### config.mk
export PLATFORM = sky130hd
export DESIGN_NAME = cwl_loader
export DESIGN_NICKNAME = d
export VERILOG_FILES = /design/src/verilog/cwl_pkg.sv /design/src/verilog/cwl_loader.sv
export SDC_FILE = /design/constraint.sdc
export NUM_CORES = 1
export LEC_CHECK = 0
export BUFFER_PORTS_ARGS = -buffer_cell sky130_fd_sc_hd__buf_4
export CAP_MARGIN = 10
export CORE_ASPECT_RATIO = 1.25
export CORE_MARGIN = 1
export CORE_UTILIZATION = 61
export DETAILED_ROUTE_END_ITERATION = 12
export PLACE_DENSITY = 0.83
export REMOVE_ABC_BUFFERS = 1
export SLEW_MARGIN = 20
export SYNTH_ARGS = -nofsm -noshare
export SYNTH_HDL_FRONTEND = slang
export SYNTH_SLANG_ARGS = --single-unit
### constraint.sdc
create_clock -name clk -period 7.82 [get_ports clk]
set_input_delay 1.564 -clock clk [delete_from_list [all_inputs] [get_ports clk]]
set_output_delay 1.564 -clock clk [all_outputs]
set_load 0.05 [all_outputs]
### src/verilog/cwl_pkg.sv
/*
 Constants, types and register map of the configuration word loader.
 Assumes a 32-bit AXI4-Lite register bus and byte addresses as printed.
*/
package cwl_pkg;
    localparam logic [31:0] CFG_WORD_THREE_ADDR = 32'h1fc02ff0;
    localparam logic [31:0] CFG_WORD_TWO_ADDR = 32'h1fc02ff4;
    localparam logic [31:0] CFG_WORD_ONE_ADDR = 32'h1fc02ff8;
    localparam logic [31:0] CFG_WORD_ZERO_ADDR = 32'h1fc02ffc;
    localparam logic [31:0] NV_CONTROL_ADDR = 32'h1fc03000;
    localparam logic [31:0] LOADER_STATUS_ADDR = 32'h1fc03004;
    localparam logic [31:0] CHECKSUM_ADDR = 32'h1fc03008;
    localparam logic [31:0] DEVICE_ID_ADDR = 32'h1fc0300c;

    localparam logic [31:0] PROGRAM_FLASH_BASE = 32'h1d000000;
    localparam logic [31:0] PROGRAM_FLASH_END = 32'h1d07ffff;
    localparam logic [31:0] BOOT_FLASH_BASE = 32'h1fc00000;
    localparam logic [31:0] BOOT_FLASH_END = 32'h1fc02fff;

    localparam int CFG_WORDS = 4;
    localparam logic [31:0] CFG_ERASED = 32'hffffffff;
    localparam logic [31:0] CFG_MASK_ZERO = 32'h110ff00b;
    localparam logic [31:0] CFG_MASK_ONE = 32'h009ff7a7;
    localparam logic [31:0] CFG_MASK_TWO = 32'h00070077;
    localparam logic [31:0] CFG_MASK_THREE = 32'h00000000;
    localparam logic [31:0] DEVICE_ID_MASK = 32'h000ff000;
    // Arbitrary identification value
    localparam logic [31:0] DEVICE_ID_VALUE = 32'h0a5c3001;

    localparam int CODE_PROTECT_BIT = 28;
    localparam int OSC_FIELD_LSB = 0;
    localparam logic [2:0] OSC_FAST_RC = 3'h0;
    localparam logic [1:0] MAX_PROGRAMS = 2'h2;

    localparam int CTRL_ERASE_BIT = 0;
    localparam int CTRL_START_BIT = 1;
    localparam int STAT_LOADED_BIT = 0;
    localparam int STAT_BUSY_BIT = 1;
    localparam int STAT_DONE_BIT = 2;
    localparam int STAT_PROTECT_BIT = 3;
    localparam int STAT_OVERPROG_BIT = 4;
    localparam int STAT_FLASH_OK_BIT = 5;
    localparam int STAT_OSC_LSB = 8;

    localparam logic [1:0] RESP_OKAY = 2'h0;
    localparam logic [1:0] RESP_SLVERR = 2'h2;

    typedef enum logic [1:0] {
        CWL_MODE_RUN,
        CWL_MODE_TWO_WIRE,
        CWL_MODE_FOUR_WIRE
    } cwl_mode_t;

    typedef struct packed {
        logic [31:0] addr;
        logic [31:0] data;
        logic last;
    } cwl_sum_beat_t;
endpackage

### src/verilog/cwl_loader.sv
/*
 Configuration word store, reset loader, oscillator choice and checksum engine.
 Assumes a 32-bit AXI4-Lite master and a flash reader that streams words
 of program and boot flash on the sum port while a checksum runs.
 Nonvolatile words start erased at power-up and are never touched by reset.
*/
// Design decision made here: register access over AXI4-Lite.
// How it works
// On every reset, copy each stored config word into its register before code runs.
// Erased bits read one; programming only clears bits; erase sets them back.
// Programmer writes a word at most twice, or once, before page erase.
// In two-wire programming mode ignore config oscillator choice and use fast RC.
// In four-wire mode use configured oscillator; absent source blocks flash operations (code only clears flash_ops_ok; program and erase still run).
// Config words sit at the highest boot flash addresses.
// Programmer writes config words just before verify, code protection last.
// When code protected, config words read zero and checksum reads zero.
// Boot flash sum excludes its final sixteen bytes holding the config words.
// Total adds program, boot, masked config and masked device ID byte sums.
// Checksum is the total inverted then incremented by one.
// Each config word is ANDed with its own mask before its bytes are summed.
// Device ID is ANDed with its mask before its four bytes are summed.
// Reprogrammed words reach the registers only at the next reset.
// All additions wrap at thirty-two bits.
`timescale 1ns/10ps
module cwl_loader
    import cwl_pkg::*;
(
    input wire logic clk,
    input wire logic reset,
    input wire logic [31:0] s_axi_awaddr,
    input wire logic s_axi_awvalid,
    output logic s_axi_awready,
    input wire logic [31:0] s_axi_wdata,
    input wire logic [3:0] s_axi_wstrb,
    input wire logic s_axi_wvalid,
    output logic s_axi_wready,
    output logic [1:0] s_axi_bresp,
    output logic s_axi_bvalid,
    input wire logic s_axi_bready,
    input wire logic [31:0] s_axi_araddr,
    input wire logic s_axi_arvalid,
    output logic s_axi_arready,
    output logic [31:0] s_axi_rdata,
    output logic [1:0] s_axi_rresp,
    output logic s_axi_rvalid,
    input wire logic s_axi_rready,
    input wire cwl_mode_t prog_mode,
    input wire logic [7:0] osc_present,
    input wire cwl_sum_beat_t sum_beat,
    input wire logic sum_valid,
    output logic sum_ready,
    output logic core_run,
    output logic [2:0] osc_select,
    output logic flash_ops_ok
);
    typedef enum {LD_COPY, LD_RUN} cwl_ld_state_t;
    typedef enum {CS_IDLE, CS_SUM, CS_FINAL} cwl_cs_state_t;

    function automatic logic [31:0] byte_sum(input logic [31:0] w);
        byte_sum = {24'h000000, w[7:0]} + {24'h000000, w[15:8]}
            + {24'h000000, w[23:16]} + {24'h000000, w[31:24]};
    endfunction

    // Nonvolatile image; deliberately untouched by reset so new words survive it
    logic [31:0] nv_word [CFG_WORDS];
    logic [1:0] nv_programs [CFG_WORDS];
    logic [31:0] cfg_reg [CFG_WORDS];
    logic [31:0] cfg_mask [CFG_WORDS];
    logic [31:0] cfg_masked_sum [CFG_WORDS];

    initial begin
        for (int i = 0; i < CFG_WORDS; i++) begin
            nv_word[i] = CFG_ERASED;
            nv_programs[i] = 2'h0;
        end
    end

    cwl_ld_state_t ld_state;
    logic [1:0] ld_idx;
    cwl_cs_state_t cs_state;
    logic [31:0] program_flash_byte_sum;
    logic [31:0] boot_flash_byte_sum;
    logic [31:0] checksum;
    logic cs_done;
    logic overprogram;

    logic aw_held;
    logic w_held;
    logic [31:0] aw_addr;
    logic [31:0] w_data;
    logic [3:0] w_strb;

    assign cfg_mask[0] = CFG_MASK_ZERO;
    assign cfg_mask[1] = CFG_MASK_ONE;
    assign cfg_mask[2] = CFG_MASK_TWO;
    assign cfg_mask[3] = CFG_MASK_THREE;

    genvar g;
    generate
        for (g = 0; g < CFG_WORDS; g++) begin : g_cfg_sum
            assign cfg_masked_sum[g] = byte_sum(cfg_reg[g] & cfg_mask[g]);
        end
    endgenerate

    wire code_protected = ~cfg_reg[0][CODE_PROTECT_BIT];
    wire [31:0] masked_config_byte_sum = cfg_masked_sum[0] + cfg_masked_sum[1]
        + cfg_masked_sum[2] + cfg_masked_sum[3];
    wire [31:0] device_id_byte_sum = byte_sum(DEVICE_ID_VALUE & DEVICE_ID_MASK);
    wire [31:0] checksum_total = program_flash_byte_sum + boot_flash_byte_sum
        + masked_config_byte_sum + device_id_byte_sum;
    wire [31:0] next_checksum = code_protected ? 32'h00000000
        : ~checksum_total + 32'h00000001;

    // Reset loader: one word per cycle, core held until all four are in
    always_ff @(posedge clk) begin
        if (reset) begin
            ld_state <= LD_COPY;
            ld_idx <= 2'h0;
        end else if (ld_state == LD_COPY) begin
            ld_idx <= ld_idx + 2'h1;
            if (ld_idx == 2'h3) begin
                ld_state <= LD_RUN;
            end
        end
    end

    // Registers change only while loading, so new programs wait for a reset
    always_ff @(posedge clk) begin
        if (ld_state == LD_COPY) begin
            cfg_reg[ld_idx] <= nv_word[ld_idx];
        end
    end

    assign core_run = (ld_state == LD_RUN);

    // Follows the mode pin every cycle, so a mode change needs no reset
    wire [2:0] cfg_osc = cfg_reg[1][OSC_FIELD_LSB +: 3];
    wire [2:0] next_osc_select = (prog_mode == CWL_MODE_TWO_WIRE) ? OSC_FAST_RC : cfg_osc;
    wire next_flash_ops_ok = core_run && osc_present[next_osc_select];

    always_ff @(posedge clk) begin
        if (reset) begin
            osc_select <= OSC_FAST_RC;
            flash_ops_ok <= 1'b0;
        end else begin
            osc_select <= next_osc_select;
            flash_ops_ok <= next_flash_ops_ok;
        end
    end

    // Register decode
    wire [31:0] wr_addr = aw_held ? aw_addr : s_axi_awaddr;
    wire [31:0] wr_data = w_held ? w_data : s_axi_wdata;
    wire [3:0] wr_strb = w_held ? w_strb : s_axi_wstrb;
    wire aw_ok = aw_held || s_axi_awvalid;
    wire w_ok = w_held || s_axi_wvalid;
    wire wr_fire = aw_ok && w_ok && !s_axi_bvalid;
    wire aw_take = s_axi_awvalid && s_axi_awready;
    wire w_take = s_axi_wvalid && s_axi_wready;
    // Config words occupy the top 16 bytes of boot flash
    wire wr_is_cfg = (wr_addr[31:4] == CFG_WORD_THREE_ADDR[31:4]);
    wire wr_is_ctrl = (wr_addr == NV_CONTROL_ADDR);
    wire wr_hit = wr_is_cfg || wr_is_ctrl;
    wire [1:0] wr_word = 2'h3 - wr_addr[3:2];
    wire [31:0] strb_bits = {{8{wr_strb[3]}}, {8{wr_strb[2]}}, {8{wr_strb[1]}},
        {8{wr_strb[0]}}};
    wire [31:0] program_value = wr_data | ~strb_bits;
    wire do_program = wr_fire && wr_is_cfg;
    wire do_erase = wr_fire && wr_is_ctrl && wr_strb[0] && wr_data[CTRL_ERASE_BIT];
    wire do_start = wr_fire && wr_is_ctrl && wr_strb[0] && wr_data[CTRL_START_BIT];

    assign s_axi_awready = !aw_held && !s_axi_bvalid;
    assign s_axi_wready = !w_held && !s_axi_bvalid;

    always_ff @(posedge clk) begin
        if (reset) begin
            aw_held <= 1'b0;
            w_held <= 1'b0;
            aw_addr <= 32'h00000000;
            w_data <= 32'h00000000;
            w_strb <= 4'h0;
        end else begin
            if (wr_fire) begin
                aw_held <= 1'b0;
            end else if (aw_take) begin
                aw_held <= 1'b1;
                aw_addr <= s_axi_awaddr;
            end
            if (wr_fire) begin
                w_held <= 1'b0;
            end else if (w_take) begin
                w_held <= 1'b1;
                w_data <= s_axi_wdata;
                w_strb <= s_axi_wstrb;
            end
        end
    end

    always_ff @(posedge clk) begin
        if (reset) begin
            s_axi_bvalid <= 1'b0;
            s_axi_bresp <= RESP_OKAY;
        end else if (wr_fire) begin
            s_axi_bvalid <= 1'b1;
            s_axi_bresp <= wr_hit ? RESP_OKAY : RESP_SLVERR;
        end else if (s_axi_bready) begin
            s_axi_bvalid <= 1'b0;
        end
    end

    // Flash cells: programming can only pull bits low, erase restores ones
    // Plain always: the power-up erase above writes these cells as well
    always @(posedge clk) begin
        if (do_erase) begin
            for (int i = 0; i < CFG_WORDS; i++) begin
                nv_word[i] <= CFG_ERASED;
                nv_programs[i] <= 2'h0;
            end
        end else if (do_program) begin
            nv_word[wr_word] <= nv_word[wr_word] & program_value;
            if (nv_programs[wr_word] != 2'h3) begin
                nv_programs[wr_word] <= nv_programs[wr_word] + 2'h1;
            end
        end
    end

    // Flags a program beyond a word's allowance since the last erase; reset or erase clears the flag
    always_ff @(posedge clk) begin
        if (reset) begin
            overprogram <= 1'b0;
        end else if (do_program && nv_programs[wr_word] >= MAX_PROGRAMS) begin
            overprogram <= 1'b1;
        end else if (do_erase) begin
            overprogram <= 1'b0;
        end
    end

    // Checksum engine
    wire beat_take = sum_valid && sum_ready;
    wire [31:0] beat_addr = sum_beat.addr;
    wire beat_last = sum_beat.last;
    wire in_program = (beat_addr >= PROGRAM_FLASH_BASE)
        && (beat_addr <= PROGRAM_FLASH_END);
    // Stop short of the config words; they are counted only through their masks
    wire in_boot = (beat_addr >= BOOT_FLASH_BASE)
        && (beat_addr < CFG_WORD_THREE_ADDR);
    wire [31:0] beat_sum = byte_sum(sum_beat.data);
    wire cs_start = (cs_state == CS_IDLE) && do_start;
    wire add_program = beat_take && in_program;
    wire add_boot = beat_take && in_boot;
    wire cs_finish = (cs_state == CS_FINAL);

    assign sum_ready = (cs_state == CS_SUM);

    // Control path only; the sums and the result sit in their own registers
    always_ff @(posedge clk) begin
        if (reset) begin
            cs_state <= CS_IDLE;
        end else begin
            case (cs_state)
                CS_IDLE: begin
                    if (do_start) begin
                        cs_state <= CS_SUM;
                    end
                end
                CS_SUM: begin
                    if (beat_take && beat_last) begin
                        cs_state <= CS_FINAL;
                    end
                end
                CS_FINAL: begin
                    cs_state <= CS_IDLE;
                end
                default: begin
                    cs_state <= CS_IDLE;
                end
            endcase
        end
    end

    always_ff @(posedge clk) begin
        if (reset || cs_start) begin
            program_flash_byte_sum <= 32'h00000000;
        end else if (add_program) begin
            program_flash_byte_sum <= program_flash_byte_sum + beat_sum;
        end
    end

    always_ff @(posedge clk) begin
        if (reset || cs_start) begin
            boot_flash_byte_sum <= 32'h00000000;
        end else if (add_boot) begin
            boot_flash_byte_sum <= boot_flash_byte_sum + beat_sum;
        end
    end

    always_ff @(posedge clk) begin
        if (reset) begin
            checksum <= 32'h00000000;
            cs_done <= 1'b0;
        end else if (cs_start) begin
            cs_done <= 1'b0;
        end else if (cs_finish) begin
            checksum <= next_checksum;
            cs_done <= 1'b1;
        end
    end

    // Read side
    wire rd_is_cfg = (s_axi_araddr[31:4] == CFG_WORD_THREE_ADDR[31:4]);
    wire [1:0] rd_word = 2'h3 - s_axi_araddr[3:2];
    wire cs_busy = (cs_state != CS_IDLE);
    wire [31:0] status_word = {20'h00000, 1'b0, osc_select, 2'h0,
        flash_ops_ok, overprogram, code_protected, cs_done,
        cs_busy, core_run};
    wire rd_is_ctrl = (s_axi_araddr == NV_CONTROL_ADDR);
    wire rd_is_stat = (s_axi_araddr == LOADER_STATUS_ADDR);
    wire rd_is_sum = (s_axi_araddr == CHECKSUM_ADDR);
    wire rd_is_id = (s_axi_araddr == DEVICE_ID_ADDR);
    wire rd_hit = rd_is_cfg || rd_is_ctrl || rd_is_stat || rd_is_sum || rd_is_id;
    // Protection hides every word, not only the one holding the protect bit
    wire [31:0] cfg_read = code_protected ? 32'h00000000 : cfg_reg[rd_word];
    wire [31:0] next_rdata = rd_is_cfg ? cfg_read :
        rd_is_stat ? status_word :
        rd_is_sum ? checksum :
        rd_is_id ? DEVICE_ID_VALUE : 32'h00000000;

    assign s_axi_arready = !s_axi_rvalid;
    wire rd_take = s_axi_arvalid && s_axi_arready;

    always_ff @(posedge clk) begin
        if (reset) begin
            s_axi_rvalid <= 1'b0;
            s_axi_rdata <= 32'h00000000;
            s_axi_rresp <= RESP_OKAY;
        end else if (rd_take) begin
            s_axi_rvalid <= 1'b1;
            s_axi_rdata <= next_rdata;
            s_axi_rresp <= rd_hit ? RESP_OKAY : RESP_SLVERR;
        end else if (s_axi_rready) begin
            s_axi_rvalid <= 1'b0;
        end
    end
endmodule

Word level (Yosys, flattened, before mapping) --
Memory sizes are Yosys's and may differ from the RTL's. A register that Yosys moved wholly into a read port is not among the register bits. Cells that the tools add are included.
Word-level totals: bits in registers 245, output and inout bits 47, memories 3, word-level logic and storage cells 163, bits in writable memories 264
Cells by class: reductions and logical operators 49, add/subtract/negate cells 21, order comparisons 6, mux-type cells 42, equal/unequal tests 15, bitwise gates (word level) 7
Memory list:
- cfg_reg | words 4, width 32, rd ports 4, clocked after memory_dff 0, wr ports 1, line cwl_loader.sv:67 | logic [31:0] cfg_reg [CFG_WORDS];
- nv_word | words 4, width 32, rd ports 2, clocked after memory_dff 1, wr ports 4, line cwl_loader.sv:65 | logic [31:0] nv_word [CFG_WORDS];
- nv_programs | words 4, width 2, rd ports 1, clocked after memory_dff 0, wr ports 4, line cwl_loader.sv:66 | logic [1:0] nv_programs [CFG_WORDS];
Operator list (count):
- 32-bit 2-to-1 mux | 10
- 32-bit by 29-bit equality test with 1-bit output (second input constant) | 5
- 32-bit logical NOT | 3
- 32-bit by 11-bit adder with 32-bit output | 2
- 32-bit by 29-bit >= comparator with 1-bit output (second input constant) | 2
- 32-bit NOT | 2
- 32-bit one-hot mux with 2 select lines | 1
- 28-bit by 25-bit equality test with 1-bit output (second input constant) | 2
- 32-bit by 1-bit adder with 32-bit output (second input constant) | 1
- 32-bit by 13-bit adder with 32-bit output | 1
- 32-bit adder | 1
- 32-bit by 6-bit adder with 32-bit output (second input constant) | 1
- 32-bit bitwise AND | 1
- 32-bit by 1-bit equality test with 1-bit output (second input constant) | 1
- 32-bit by 2-bit equality test with 1-bit output (second input constant) | 1
- 32-bit by 3-bit equality test with 1-bit output (second input constant) | 1
- 32-bit by 29-bit <= comparator with 1-bit output (second input constant) | 1
- 32-bit by 29-bit < comparator with 1-bit output (second input constant) | 1
- 32-bit OR | 1
- 32-bit nonzero test | 1
- 32-bit OR reduction | 1
- 28-bit 2-to-1 mux | 1
- 1-bit logical AND | 21
- 9-bit by 8-bit adder with 10-bit output | 2
- other kinds (26) | 76

Logic depth before layout (Yosys ltp) --
An unclocked memory read counts as a cell.
word-level depth 11, mapped depth 21

Worst setup path after synthesis --
OpenSTA, ideal clock, no wires.
kind input to register, start input sum_beat[3] (netlist bit), end register boot_flash_byte_sum[19], path slack 2.099 ns, arrival time 5.603 ns, stages 19, setup time 0.117 ns, data required time 7.703 ns, cells stage by stage fa_1 fa_1 ha_1 a21o_1 a21oi_1 o21bai_1 a21oi_1 o21bai_1 a21oi_1 xnor2_1 ha_1 and2_1 a22o_1 a311o_1 a21oi_1 clkbuf_1 nor3b_1 xnor2_1 nor2_1
On the way: longest elaborated chain between the ends 4
Ends and longest elaborated chain:
- from (decl) | line cwl_loader.sv:49 | input wire cwl_sum_beat_t sum_beat,
- 8-bit by 8-bit adder with 9-bit output | line cwl_loader.sv:60 | byte_sum = {24'h000000, w[7:0]} + {24'h000000, w[15:8]}
- 9-bit by 8-bit adder with 10-bit output | line cwl_loader.sv:61 | + {24'h000000, w[23:16]} + {24'h000000, w[31:24]};
- 10-bit by 8-bit adder with 11-bit output | line cwl_loader.sv:61
- 32-bit by 11-bit adder with 32-bit output | line cwl_loader.sv:293 | boot_flash_byte_sum <= boot_flash_byte_sum + beat_sum;
- to (signal assigned) | line cwl_loader.sv:293
- to (decl) | line cwl_loader.sv:82 | logic [31:0] boot_flash_byte_sum;
Every way passes these cells. A chain may end at the register's enable or synchronous reset.

==> results.cfg <==
[yosys]
ys.flop_type = edfxtp_1
syn_inst = 2382
postSynth.asyncResetShare = 0
yosys_warnings = 0
netlist_area_sq_um = 26220
avgSynthCellArea_sq_um = 11.01
ys_seq_elements = 479
synth_edf_count = 264
synth.distinct_cells = 94
seq_area_frac_synth = 0.4665

[finish]
design_area_sq_um = 30060
multiInputGateArea_sq_um = 13150
area_growth_pct = 14.64
n_fill_cell = 2828
fin_cells = 3164
regArea_sq_um = 12230
final_nets = 2973
diodes = 0
drive_gt1_frac = 0.1816

[route]
dr.first_iter.drc_count = 1584
route.vias.total = 19879
routed_wl_microns = 67580
wl_per_cell_microns = 21.36
drt_pass1_iterations = 6
drc = 0
via_per_inst = 6.283
ant_nets = 0

[power]
power_density_nw_per_um2 = 275.7
switching_share = 0.3562
combPwrFrac = 0.357
power_frac_clock = 0.292
p_sw_w = 0.002952
peakVddDrop_mv = 0.2981
p_int_w = 0.005336
seqPwrFrac = 0.351
power_leakage_nw = 11.91

[critical_path]
path_delay_family = adder cells
cp-end-kind = register
criticalPathCategory = reg -> reg
r2r_cells = 21
r2r-start = cfg_reg[1][2]
arrival_ps = 6760
cp_data_required_time_ps = 8320
crit_buf_inv = 5
crit_path_max_fanout = 7
max_stage_delay_ps = 570
slowest_stage = fa_1
crit_chain = inv_1, fa_1, inv_1, fa_1, fa_1, inv_1, fa_1, inv_1, ha_1, inv_1, fa_1, nand2b_1, a211o_2, a21oi_2, a221oi_1, xor2_1, nand4_4, nor4_2, nand3_1, xor2_1, a22o_1
start_kind = register
regToRegSetupSlack_ps = 1560
r2r_end = checksum[26]

[floorplan]
start_util = 0.6206
dieArea_sq_um = 43820
ios = 230
fp.coreArea_sq_um = 42250
die_x_microns = 187.4
row_count = 84
fp.dieH_microns = 233.8

[outcome]
status = completed

[hold_path]
hold_path_class = reg -> reg
hold_path_end = aw_addr[24]
min_from = aw_addr[24]
worstHoldPathCells = 2

[place]
hpwl_microns = 47420
dp_cells = 3075
gp_congestion = 0.9496
post_dp_cell_area_sq_um = 28390
port_buffers = 227

[cts]
numCtsBuffers = 47
clockRootBuffer = clkbuf_16
cts.sinks = 479
post_cts_resized = 0
clockBufferDepth = 3
cts_tree = yes
clkTransAtPathRegs_ps = 70
insertion_delay_ps = 610
cts-htree-levels = 2
cts_hold_buffers = 0
postCtsSetupBuffers = 0

[global_route]
grt_max_degree = 80
antenna_found_initial = 0
overflow = 0
grt_usage = 0.3058
grt_pass1_vias = 20171
grt_pass1_wl_microns = 105000

[flow_run]
maxCapViolations = 0

[sta]
min_period_over_period = 0.8002
setup_viol = 0
finalCriticalPeriod_ps = 6257
hold_violations = 0
rsz0062_at_grt = no
hold_slack_ps = 453.2
fmax_ghz = 0.1598
maxSlewHeadroom = 0.3032
worst-slew-pin-transition_ps = 1043
fin_setup_tns_ps = 0
clock_skew_ps = 27.15
drv_slew = 0
[through the flow]
step           setup WS [ps]  utilization  total power [W]
4_1_cts                 1596       0.7111         0.008274
5_1_grt                 1229       0.7114         0.008677
6_report                1563       0.7114         0.008288
2_1_floorplan           1698            -         0.005075
3_3_place_gp            1738       0.6720         0.005851
3_5_place_dp            1589       0.6720         0.005865
[layout by cell type, fill, tap and decap left out, types with 12 or more instances in the layout]
cell type | netlist | routed
a211oi_1 | 14 | 14
a21oi_1 | 163 | 163
a221oi_1 | 30 | 30
a22o_1 | 15 | 15
a22oi_1 | 14 | 14
and2_1 | 14 | 14
and3_1 | 20 | 20
buf_4 | 2 | 249
clkbuf_16 | 0 | 50
dfxtp_1 | 215 | 213
edfxtp_1 | 264 | 264
fa_1 | 57 | 57
ha_1 | 167 | 167
inv_1 | 117 | 117
mux4_2 | 98 | 98
nand2_1 | 355 | 351
nand2b_1 | 16 | 16
nand3_1 | 43 | 43
nand4_1 | 30 | 30
nor2_1 | 187 | 185
nor3_1 | 69 | 68
nor4_1 | 15 | 15
nor4b_1 | 13 | 13
o21ai_0 | 40 | 40
o21bai_1 | 12 | 12
o221ai_1 | 32 | 32
xnor2_1 | 61 | 61
xor2_1 | 48 | 48
[tightest hold or removal path, delay by kind of cell (launching register included)]
family | cells | cell delay [ps]
AO/OA/AOI/OAI | 1 | 50
flip-flops | 1 | 300
AND/OR/NAND/NOR | 1 | 50
[layout make-up]
class                      count  area share
clock buffer                  63     0.04471
clock inverter                25     0.01024
inverter                     117     0.01461
multi-input combinational   1671      0.4376
sequential                   479      0.4070
tap                          559     0.02327
timing repair buffer         250     0.06256
[synthesized netlist by cell type (4+ instances only)]
| library cell | instances | area, sq um |
|---|---|---|
| buf_1 | 10 | 37.54 |
| and3b_1 | 4 | 35.03 |
| o21ai_0 | 40 | 200.2 |
| xnor2_1 | 61 | 534.3 |
| nor2b_1 | 11 | 68.82 |
| a211oi_1 | 14 | 105.1 |
| a22o_1 | 15 | 131.4 |
| a21oi_1 | 163 | 815.8 |
| or3_1 | 11 | 68.82 |
| o21bai_1 | 12 | 90.09 |
| a221o_1 | 6 | 60.06 |
| nand4_1 | 30 | 187.7 |
| nand2_1 | 355 | 1333 |
| o21a_1 | 5 | 37.54 |
| clkbuf_1 | 87 | 326.6 |
| xor2_1 | 48 | 420.4 |
| buf_2 | 16 | 80.08 |
| ha_1 | 167 | 2090 |
| a31oi_1 | 5 | 31.28 |
| nor2_1 | 187 | 701.9 |
| nand2b_1 | 16 | 100.1 |
| nand3b_1 | 6 | 45.04 |
| fa_1 | 57 | 1141 |
| and2_1 | 14 | 87.58 |
| inv_1 | 117 | 439.2 |
| nor4_1 | 15 | 93.84 |
| nor4b_1 | 13 | 113.9 |
| mux4_2 | 98 | 2207 |
| o221ai_1 | 32 | 280.3 |
| nand3_1 | 43 | 215.2 |
| a21o_1 | 8 | 60.06 |
| a221oi_1 | 30 | 262.8 |
| a22oi_1 | 14 | 105.1 |
| and3_1 | 20 | 125.1 |
| edfxtp_1 | 264 | 7928 |
| nor3b_1 | 9 | 67.56 |
| dfxtp_1 | 215 | 4304 |
| nor3_1 | 69 | 345.3 |
| mux2i_1 | 12 | 120.1 |
[power by group through the flow]
stage,clock network [W],logic [W],registers [W]
after global routing,0.00252,0.00324,0.00292
after global placement,0,0.00290,0.00295
after CTS,0.00242,0.00294,0.00291
after detailed placement,0,0.00290,0.00296
final,0.00242,0.00296,0.00291
after floorplan,0,0.00209,0.00298
[routing by layer]
layer | wire length, microns | part of all wire | GRT usage | up-vias
met3 | 4558 | 0.067 | 0.04101 | 218
met5 | 0 | 0 | 0 | -
met1 | 24120 | 0.36 | 0.3511 | 9665
met4 | 3062 | 0.045 | 0.1542 | 0
li1 | - | - | - | 9071
met2 | 35840 | 0.53 | 0.5611 | 925
[cells by family (layout without fill, tap and decap cells)]
group,count (synthesis),count (layout),share of synthesized area
compound gates,381,381,0.09707
xor+xnor,109,109,0.03641
buf+inv,233,455,0.03469
mux,113,113,0.09005
fa+ha+maj,224,224,0.1232
other cells,1,2,0.0001430
flops,479,479,0.4665
simple gates,842,842,0.1519
[how the worst max path moves through the flow]
| stage | startpoint | end | depth (start not counted) | slack [ps] |
|---|---|---|---|---|
| 6_report | cfg_reg[1][2] | checksum[26] | 21 | 1560 |
| 4_1_cts | cfg_reg[1][2] | checksum[31] | 21 | 1600 |
| 3_5_place_dp | cfg_reg[1][2] | checksum[26] | 21 | 1590 |
| 2_1_floorplan | s_axi_awaddr[2] | nv_word[1][0] | 3 | 1700 |
| 3_3_place_gp | sum_beat[3] | boot_flash_byte_sum[31] | 20 | 1740 |
| 5_1_grt | cfg_reg[1][2] | checksum[31] | 21 | 1230 |
No activity file was read; power rests on OpenSTA's default activity.
